===== config.mk =====
export PLATFORM = sky130hd
export DESIGN_NAME = dps_top
export DESIGN_NICKNAME = d
export VERILOG_FILES = /design/src/hdl/dps_pkg.sv /design/src/hdl/dps_sync.sv /design/src/hdl/dps_tap_switch.sv /design/src/hdl/dps_top.sv
export VERILOG_INCLUDE_DIRS = /design/src /design/src/hdl
export SDC_FILE = /design/constraint.sdc
export NUM_CORES = 1
export LEC_CHECK = 0
export BUFFER_PORTS_ARGS = -buffer_cell sky130_fd_sc_hd__buf_2
export CORE_MARGIN = 1.5
export CORE_UTILIZATION = 51
export DETAILED_ROUTE_END_ITERATION = 8
export GPL_ROUTABILITY_DRIVEN = 0
export GPL_TIMING_DRIVEN = 0
export PLACE_DENSITY_LB_ADDON = 0.12
export SYNTH_ARGS = -nofsm -noshare
export SYNTH_HDL_FRONTEND = slang
export SYNTH_SLANG_ARGS = --single-unit

===== constraint.sdc =====
create_clock -name CLK_SYS_I -period 3.8 [get_ports CLK_SYS_I]
set_input_delay 0.38 -clock CLK_SYS_I [delete_from_list [all_inputs] [get_ports CLK_SYS_I]]
set_output_delay 0.38 -clock CLK_SYS_I [all_outputs]
set_load 0.01 [all_outputs]

===== src/hdl/dps_regs.svh =====
`ifndef DPS_REGS_SVH
`define DPS_REGS_SVH

// register addresses
`define DPS_ADDR_WIPER0      4'h0
`define DPS_ADDR_WIPER1      4'h1
`define DPS_ADDR_NV_LAST     4'h6
`define DPS_ADDR_RSVD        4'h7
`define DPS_ADDR_ACCESS      4'h8

// access control field positions
`define DPS_CTRL_VSEL_BIT    7
`define DPS_CTRL_PD_BIT      6
`define DPS_CTRL_BUSY_BIT    5

// reset values
`define DPS_WIPER_MID        7'h40
`define DPS_CTRL_VSEL_RST    1'b0
`define DPS_CTRL_PD_RST      1'b1
`define DPS_NV_DEFAULT       8'h40

// frame codes
// device code value is arbitrary
`define DPS_ID_BYTE          8'hA0
`define DPS_OP_READ          4'hB
`define DPS_OP_WRITE         4'hC

// timing
`define DPS_CLK_HZ           10000000
`define DPS_NV_WRITE_MS      20
`define DPS_RECALL_US        10

`endif


===== src/hdl/dps_pkg.sv =====
package dps_pkg;

	typedef enum logic [1:0]
	{
		DPS_ST_ID   = 2'b00,
		DPS_ST_CMD  = 2'b01,
		DPS_ST_DATA = 2'b10,
		DPS_ST_IGN  = 2'b11
	} dps_frame_t;

	typedef enum logic [1:0]
	{
		DPS_PWR_MID    = 2'b00,
		DPS_PWR_WAIT   = 2'b01,
		DPS_PWR_RECALL = 2'b10,
		DPS_PWR_RUN    = 2'b11
	} dps_power_t;

endpackage : dps_pkg


===== src/hdl/dps_sync.sv =====
`timescale 1ns/1ps
`default_nettype none

module dps_sync
(
	// clock and reset
	input  wire logic       clk_i,
	input  wire logic       rst_i,
	// raw pins
	input  wire logic [3:0] async_i,
	// synchronised levels
	output logic      [3:0] sync_o
);

	logic [3:0] stage1;

	always_ff @(posedge clk_i)
	begin
		if (rst_i)
		begin
			stage1 <= 4'h9;
			sync_o <= 4'h9;
		end
		else
		begin
			stage1 <= async_i;
			sync_o <= stage1;
		end
	end

endmodule : dps_sync

`default_nettype wire


===== src/hdl/dps_tap_switch.sv =====
`include "dps_regs.svh"
`timescale 1ns/1ps
`default_nettype none

// drives a one-hot tap select; on a move both taps close for one cycle
module dps_tap_switch
(
	input  wire logic         clk_i,
	input  wire logic         rst_i,
	input  wire logic [6:0]   pos_i,
	output logic      [127:0] tap_o
);

	logic [6:0] cur;
	logic       moving;

	always_ff @(posedge clk_i)
	begin
		if (rst_i)
		begin
			cur    <= `DPS_WIPER_MID;
			moving <= 1'b0;
			tap_o  <= 128'h1 << `DPS_WIPER_MID;
		end
		else if (pos_i != cur)
		begin
			tap_o  <= tap_o | (128'h1 << pos_i);
			moving <= 1'b1;
			cur    <= pos_i;
		end
		else
		begin
			tap_o  <= 128'h1 << cur;
			moving <= 1'b0;
		end
	end

endmodule : dps_tap_switch

`default_nettype wire


===== src/hdl/dps_top.sv =====
`include "dps_regs.svh"
// Function
// - wiper tap switches make the new connection before breaking the old one
// - at power return each stored power-up value is copied into its wiper
// - wiper position is 7 bits; 00h nearest low end, 7Fh nearest high end
// - tap select rises monotonically with the wiper value, 0 to 127
// - wipers start at 40h, then reload from stored values once reads are safe
// - address 0 selects wiper 0, address 1 selects wiper 1
// - addresses 2 to 6 are user bytes, 7 reserved, 8 access control
// - volatile select bit 7, default 0; 0 reaches stored plus wiper, 1 wiper only
// - power-down bit 6 resets to 1; 0 requests shutdown; ANDed with pin
// - normal only when pin high and bit 1, else shutdown
// - bit 5 is read-only write-busy flag, set during nonvolatile write
// - while busy, writes to stored, wiper and access control are ignored
// - SPI mode 0: sample on rising serial clock, shift out on falling
// - host drives clock and chip select low for whole transfer; device is slave
// - every byte travels most significant bit first
// - first byte must be the identification byte, checked before acting
// - second byte holds opcode in upper nibble, address in lower nibble
// - opcode 1011 reads, 1100 writes; nothing else is valid
// - write frame is id, instruction, data bytes, ended by chip select rising
// - pointer increments per data byte and wraps from 0110b to 0000b
// - nonvolatile write starts at chip select rise, lasting up to 20 ms
// - read frame is id, instruction, data; data shifted out on falling clock
// - serial output is released while chip select is high
// - reads continue while clocked, pointer incrementing and wrapping at 0110b
`timescale 1ns/1ps
`default_nettype none

module dps_top
#(
	parameter int unsigned NV_WRITE_CYCLES = `DPS_CLK_HZ / 1000 * `DPS_NV_WRITE_MS
)
(
	// clock and reset
	input  wire logic         CLK_SYS_I,
	input  wire logic         SYS_RST_I,
	// serial link pins
	input  wire logic         CS_N_I,
	input  wire logic         SCK_I,
	input  wire logic         SDI_I,
	output logic              SDO_O,
	output logic              SDO_OE_O,
	// shutdown pin
	input  wire logic         POWER_DOWN_N_I,
	// analog array controls
	output logic      [127:0] TAP0_O,
	output logic      [127:0] TAP1_O,
	output logic              SHUTDOWN_O,
	output logic              NV_WRITE_BUSY_O
);

	localparam int unsigned RECALL_CYCLES = `DPS_CLK_HZ / 1000000 * `DPS_RECALL_US;

	// synchronised pins
	logic [3:0] pins_s;
	logic       cs_n_s;
	logic       sck_s;
	logic       sdi_s;
	logic       pd_n_s;
	logic       sck_d;
	logic       cs_d;
	logic       sck_rise;
	logic       sck_fall;
	logic       cs_rise;
	logic       cs_fall;

	// frame state
	dps_pkg::dps_frame_t frame;
	logic [2:0] bit_cnt;
	logic [7:0] shift_in;
	logic [7:0] rx_byte;
	logic       is_read;
	logic [3:0] ptr;
	logic [7:0] tx_byte;
	logic [7:0] rd_val;
	logic       armed;

	// storage
	logic [7:0] nv_mem [0:6];
	logic [6:0] wiper [0:1];
	logic       volatile_select;
	logic       pd_bit;
	logic       busy;
	logic [31:0] busy_cnt;
	logic       nv_pending;

	// power-up recall
	dps_pkg::dps_power_t pwr;
	logic [15:0] pwr_cnt;

	dps_sync u_sync
	(
		.clk_i   (CLK_SYS_I),
		.rst_i   (SYS_RST_I),
		.async_i ({CS_N_I, SCK_I, SDI_I, POWER_DOWN_N_I}),
		.sync_o  (pins_s)
	);

	assign cs_n_s = pins_s[3];
	assign sck_s  = pins_s[2];
	assign sdi_s  = pins_s[1];
	assign pd_n_s = pins_s[0];

	always_ff @(posedge CLK_SYS_I)
	begin
		if (SYS_RST_I)
		begin
			sck_d <= 1'b0;
			cs_d  <= 1'b1;
		end
		else
		begin
			sck_d <= sck_s;
			cs_d  <= cs_n_s;
		end
	end

	assign sck_rise = sck_s & ~sck_d & ~cs_n_s & armed;
	assign sck_fall = ~sck_s & sck_d & ~cs_n_s & armed;
	assign cs_rise  = cs_n_s & ~cs_d;
	assign cs_fall  = ~cs_n_s & cs_d;

	// next pointer with wrap after the last user byte
	function automatic logic [3:0] next_ptr(input logic [3:0] p);
		next_ptr = (p >= `DPS_ADDR_NV_LAST) ? `DPS_ADDR_WIPER0 : p + 4'h1;
	endfunction : next_ptr

	// register read decode
	function automatic logic [7:0] read_reg(input logic [3:0] a);
		if (a == `DPS_ADDR_ACCESS)
			read_reg = {volatile_select, pd_bit, busy, 5'h00};
		else if (a <= `DPS_ADDR_WIPER1 && volatile_select)
			read_reg = {1'b0, wiper[a[0]]};
		else if (a <= `DPS_ADDR_NV_LAST)
			read_reg = nv_mem[a[2:0]];
		else
			read_reg = 8'h00;
	endfunction : read_reg

	always_comb
	begin
		rd_val = read_reg(ptr);
	end

	// first chip select fall after reset arms the link
	always_ff @(posedge CLK_SYS_I)
	begin
		if (SYS_RST_I)
			armed <= 1'b0;
		else if (cs_fall)
			armed <= 1'b1;
	end

	// shift register and bit counter, msb first
	always_ff @(posedge CLK_SYS_I)
	begin
		if (SYS_RST_I || cs_n_s)
		begin
			bit_cnt  <= 3'h0;
			shift_in <= 8'h00;
		end
		else if (sck_rise)
		begin
			shift_in <= {shift_in[6:0], sdi_s};
			bit_cnt  <= bit_cnt + 3'h1;
		end
	end

	assign rx_byte = {shift_in[6:0], sdi_s};

	// frame sequencer
	always_ff @(posedge CLK_SYS_I)
	begin
		if (SYS_RST_I || cs_n_s)
		begin
			frame   <= dps_pkg::DPS_ST_ID;
			is_read <= 1'b0;
			ptr     <= 4'h0;
		end
		else if (sck_rise && bit_cnt == 3'h7)
		begin
			unique case (frame)
				dps_pkg::DPS_ST_ID:
					frame <= (rx_byte == `DPS_ID_BYTE) ? dps_pkg::DPS_ST_CMD
						: dps_pkg::DPS_ST_IGN;
				dps_pkg::DPS_ST_CMD:
				begin
					ptr <= rx_byte[3:0];
					if (rx_byte[7:4] == `DPS_OP_READ)
					begin
						is_read <= 1'b1;
						frame   <= dps_pkg::DPS_ST_DATA;
					end
					else if (rx_byte[7:4] == `DPS_OP_WRITE)
						frame <= dps_pkg::DPS_ST_DATA;
					else
						frame <= dps_pkg::DPS_ST_IGN;
				end
				dps_pkg::DPS_ST_DATA:
					ptr <= next_ptr(ptr);
				dps_pkg::DPS_ST_IGN:
					frame <= dps_pkg::DPS_ST_IGN;
			endcase
		end
	end

	// serial output on falling clock; open-drain, released when deselected
	always_ff @(posedge CLK_SYS_I)
	begin
		if (SYS_RST_I || cs_n_s)
		begin
			tx_byte  <= 8'hFF;
			SDO_O    <= 1'b0;
			SDO_OE_O <= 1'b0;
		end
		else if (sck_fall)
		begin
			if (frame == dps_pkg::DPS_ST_DATA && is_read && bit_cnt == 3'h0)
			begin
				tx_byte  <= {rd_val[6:0], 1'b1};
				SDO_OE_O <= ~rd_val[7];
			end
			else if (frame == dps_pkg::DPS_ST_DATA && is_read)
			begin
				tx_byte  <= {tx_byte[6:0], 1'b1};
				SDO_OE_O <= ~tx_byte[7];
			end
			else
				SDO_OE_O <= 1'b0;
		end
	end

	// register writes, recall and busy handling
	always_ff @(posedge CLK_SYS_I)
	begin
		if (SYS_RST_I)
		begin
			volatile_select <= `DPS_CTRL_VSEL_RST;
			pd_bit     <= `DPS_CTRL_PD_RST;
			wiper[0]   <= `DPS_WIPER_MID;
			wiper[1]   <= `DPS_WIPER_MID;
			for (int i = 0; i < 7; i++)
				nv_mem[i] <= `DPS_NV_DEFAULT;
			nv_pending <= 1'b0;
			busy       <= 1'b0;
			busy_cnt   <= 32'h0;
			pwr        <= dps_pkg::DPS_PWR_MID;
			pwr_cnt    <= 16'h0;
		end
		else
		begin
			unique case (pwr)
				dps_pkg::DPS_PWR_MID:
					pwr <= dps_pkg::DPS_PWR_WAIT;
				dps_pkg::DPS_PWR_WAIT:
				begin
					pwr_cnt <= pwr_cnt + 16'h1;
					if (pwr_cnt == 16'(RECALL_CYCLES - 1))
						pwr <= dps_pkg::DPS_PWR_RECALL;
				end
				dps_pkg::DPS_PWR_RECALL:
				begin
					wiper[0] <= nv_mem[0][6:0];
					wiper[1] <= nv_mem[1][6:0];
					pwr      <= dps_pkg::DPS_PWR_RUN;
				end
				dps_pkg::DPS_PWR_RUN:
					pwr <= dps_pkg::DPS_PWR_RUN;
			endcase

			if (busy)
			begin
				if (busy_cnt == NV_WRITE_CYCLES - 1)
				begin
					busy     <= 1'b0;
					busy_cnt <= 32'h0;
				end
				else
					busy_cnt <= busy_cnt + 32'h1;
			end
			else if (cs_rise && nv_pending)
			begin
				busy       <= 1'b1;
				nv_pending <= 1'b0;
			end

			if (sck_rise && bit_cnt == 3'h7 && frame == dps_pkg::DPS_ST_DATA
				&& !is_read && !busy)
			begin
				if (ptr == `DPS_ADDR_ACCESS)
				begin
					volatile_select <= rx_byte[`DPS_CTRL_VSEL_BIT];
					pd_bit          <= rx_byte[`DPS_CTRL_PD_BIT];
				end
				else if (ptr <= `DPS_ADDR_WIPER1)
				begin
					wiper[ptr[0]] <= rx_byte[6:0];
					if (!volatile_select)
					begin
						nv_mem[ptr[2:0]] <= rx_byte;
						nv_pending       <= 1'b1;
					end
				end
				else if (ptr <= `DPS_ADDR_NV_LAST)
				begin
					nv_mem[ptr[2:0]] <= rx_byte;
					nv_pending       <= 1'b1;
				end
			end
		end
	end

	always_ff @(posedge CLK_SYS_I)
	begin
		if (SYS_RST_I)
		begin
			SHUTDOWN_O      <= 1'b0;
			NV_WRITE_BUSY_O <= 1'b0;
		end
		else
		begin
			SHUTDOWN_O      <= ~(pd_n_s & pd_bit);
			NV_WRITE_BUSY_O <= busy;
		end
	end

	// one-hot tap per wiper, tap index equals wiper value
	dps_tap_switch u_tap0
	(
		.clk_i (CLK_SYS_I),
		.rst_i (SYS_RST_I),
		.pos_i (wiper[0]),
		.tap_o (TAP0_O)
	);

	dps_tap_switch u_tap1
	(
		.clk_i (CLK_SYS_I),
		.rst_i (SYS_RST_I),
		.pos_i (wiper[1]),
		.tap_o (TAP1_O)
	);

endmodule : dps_top

`default_nettype wire


==> results.md <==
- Compound-Gate Fraction of Synth Area: 20.2%
- Worst r2r src: ptr[0]
- Critical path launch point type: flop
- Die H: 190 um
- CP top delay family: compound AO/OA/AOI/OAI gates
- Post-synthesis mux area share: 4.39%
- First-pass GRT wire length: 86,900 um
- Critical R2R Capture: nv_mem[1][1]
- Initial core utilization: 51.8%
- Global route overflow: 0
- Synth Area in XOR/XNOR: 1.66%
- Largest area contributor in the netlist: dfxtp_1
- Post-route ant nets: 0
- Maximum VDD drop: 0.000367 V
- Reg area: 9570 um2
- Pre-CTS WS: -348 ps
- Max Cap Violations: 0
- Reg power frac: 49.4%
- Clock Latency Late Sink: 560 ps
- Synth unique cells: 75
- Area share of fa/ha/maj cells after synthesis: less than 1%
- Post-synthesis async set-or-reset flop share: 0%
- Comb power frac: 3.7%
- Minimum clock period: about 3600 ps
- Int Power: roughly 7.6 mW
- Status: finished clean
- Hold_ws: around 36 ps
- Slew at the pin closest to its max-slew limit: 1340 ps
- Worst endpoint data arrival time: around 3800 ps
- DP HPWL: 40,400 um
- Slew Limit Fails: 0
- Clk Tree Root Cell: clkbuf_16
- Placed cells: roughly 2,600
- Post-synthesis sequential area ratio: 53.5%
- Vias in the first global route: roughly 15,000
- Clk sinks: between 400 and 500
- Crit-path slowest cell: o21ai_1
- WL/cell: 21.7 um
- Sum of negative setup slack: 0 ps
- Fin. Hold Viols: 0
- Most common cell after layout, fill and taps aside: dfxtp_1
- Hold-critical path depth: 2
- Diode count: 0
- Filler cell count: approximately 3,000
- All-layer global routing usage: a little under a third
- Switching power: 2.20 mW
- Worst path bufs/invs: 3
- H-tree levels: 2
- Synthesized area: 17,900 um2
- Fmax: 0.276 GHz
- DR DRC count: 0
- DRT iter0 DRCs: 1,744
- I/O pins: 266
- Worst Path Required: 3990 ps
- Syn Area/Cell: 9.69 um2
- I/O Buffers: 263
- Die X: 190 um
- Commonest cells after routing, fill and taps aside: dfxtp_1, a21oi_1, buf_2, o22ai_1, nand2_1
- Post-route worst setup slack: 175 ps
- Yosys Warn Count: 0
- Synth top area cells: dfxtp_1, edfxtp_1, o22ai_1
- Top_reg_cell synth: dfxtp_1
- Core Box Area: between 30,000 and 40,000 um2
- Leakage: 7.83 nW
- Final period utilization: between 90 and 100%
- Combinational family with the most area after synthesis: compound AO/OA/AOI/OAI gates
- Clk_skew: 13.7 ps
- Initial antenna violation count: 1
- RSZ-0062 raised after global routing: no
- Crit path cell chain: clkbuf_1 -> clkinvlp_4 -> ha_1 -> or2_1 -> a311o_1 -> or4_1 -> buf_2 -> o21ai_1
- Largest net degree at the start of global routing: 15
- Crit path kind: reg -> reg
- Layout cells sized above 1: about a fifth
- Clock buffer depth: 3
- Finished Core Util: 61.9%
- Hold endpoint: u_sync.stage1[1]
- TritonCTS Buffers: 47
- Rel. slew slack: 9.67%
- Crit. End Element: flop
- Routed wire length: about 57,000 um
- Switching share of power: 22.5%
- Pwr Total: 9.78 mW
- Clock transition at the registers of the reported paths: 60 ps
- Die area: between 30,000 and 40,000 um2
- Clock Power Share: 46.9%
- Worst setup path start: ptr[0]
- R2r setup slk: 180 ps
- Worst Hold Launch: SDI_I
- Number of cell rows: 68
- First-pass DRT Iterations: 5
- FF+latch count, synth: 443
- Via density: 6.32
- Multi-input combinational cell area: between 7000 and 8000 um2
- Mapped Cells: 1,845
- CP max stage delay: 570 ps
- Final Net Count: approximately 2,200
- DR vias: 16,800
- Worst Reg2Reg Path Length in Cells: 8
- Crit Path Max Fanout: 9
- Area grow syn2layout: 19.6%
- CTS tree: built
- Hold Crit Class: in -> reg
- Dpl cell area: 19,800 um2
- Mapped Nets: 1,864
- Post-synth EDFFs: 70
- Pwr dens: between 400 and 500 nW/um2
- Synth top area share: 41.7%
- Final setup violating endpoints: 0
- Fin cells: 2,654
- Design area: 21,400 um2
- Simple-gate portion of the synthesized area: 15.5%
[flip-flops by register name, summed over array words and instances (netlist names), 3 cells and up, named ones only]
name           flops
bit_cnt            3
wiper             14
shift_in           7
tx_byte            7
nv_mem            64
u_tap0.tap_o     128
busy_cnt          32
ptr                4
u_tap1.cur         7
u_sync.sync_o      4
u_tap0.cur         7
u_sync.stage1      4
pwr_cnt           16
u_tap1.tap_o     128
[logic make-up (layout without fill, tap and decap cells)]
logic type | count (synthesis) | count (layout)
flip-flops | 443 | 443
XOR/XNOR | 34 | 34
other | 1 | 1
AND/OR/NAND/NOR | 509 | 509
buffers and inverters | 161 | 515
adder cells (fa/ha/maj) | 13 | 13
AO/OA/AOI/OAI | 626 | 626
multiplexers | 58 | 58
[routing by layer]
layer  share of wire, %  global-route usage (%)
met1                 40                    40.6
met2                 47                    49.8
met3                9.2                    4.78
met4                3.8                    13.4
met5              0.014                       0
[synth_stat cells (11+ instances only)]
cell / instances
dfxtp_1: 373
a21oi_1: 298
o22ai_1: 254
nand2_1: 117
clkbuf_1: 88
nor2_1: 87
nor3_1: 71
edfxtp_1: 70
mux2i_1: 39
nand3_1: 35
inv_1: 29
nor4_1: 28
nor2b_1: 24
buf_2: 23
xnor2_1: 22
nand4_1: 20
o21ai_0: 19
mux4_2: 16
nand2b_1: 16
or3_1: 14
ha_1: 13
o31ai_1: 13
xor2_1: 12
and2_1: 11
[worst max-delay path by stage]
stage / endpoint / slack, ps / cells after the start
6_report: nv_mem[1][1] / 180 / 8
5_1_grt: nv_mem[5][5] / 40 / 9
4_1_cts: nv_mem[4][5] / 10 / 7
3_5_place_dp: nv_mem[3][0] / -350 / 8
2_1_floorplan: nv_mem[5][0] / 190 / 8
3_3_place_gp: nv_mem[5][1] / -870 / 8
[area by class of cell]
type	count	share of cell area [%]
Inverter	30	0.544
Sequential cell	443	44.7
Clock inverter	24	0.872
Tap cell	455	2.66
Buffer	131	2.68
Multi-Input combinational cell	1241	35.8
Clock buffer	63	6.40
Timing Repair Buffer	267	6.31
[worst reg2reg max path, stage by stage (launching register included)]
cell        delay, ps
dfxtp_1           360
clkbuf_1          370
clkinvlp_4        330
ha_1              290
or2_1             260
a311o_1           400
or4_1             470
buf_2             200
o21ai_1           570
[power by group through the flow]
stage,Combinational [mW],Sequential [mW],Clock [mW]
2_1_floorplan,0.225,4.93,0
3_3_place_gp,0.344,4.94,0
3_5_place_dp,0.350,4.94,0
4_1_cts,0.354,4.83,4.62
5_1_grt,0.384,4.84,4.80
6_report,0.362,4.83,4.58
[what timing repair did]
action / in CTS / in global routing
resized for setup: 4 / 4
setup buffers: 0 / 0
setup endpoints to repair: 32 / 24
hold endpoints to repair: 2 / 0
hold buffers: 2 / 0
Note: power is estimated with default switching activity, not from simulation.
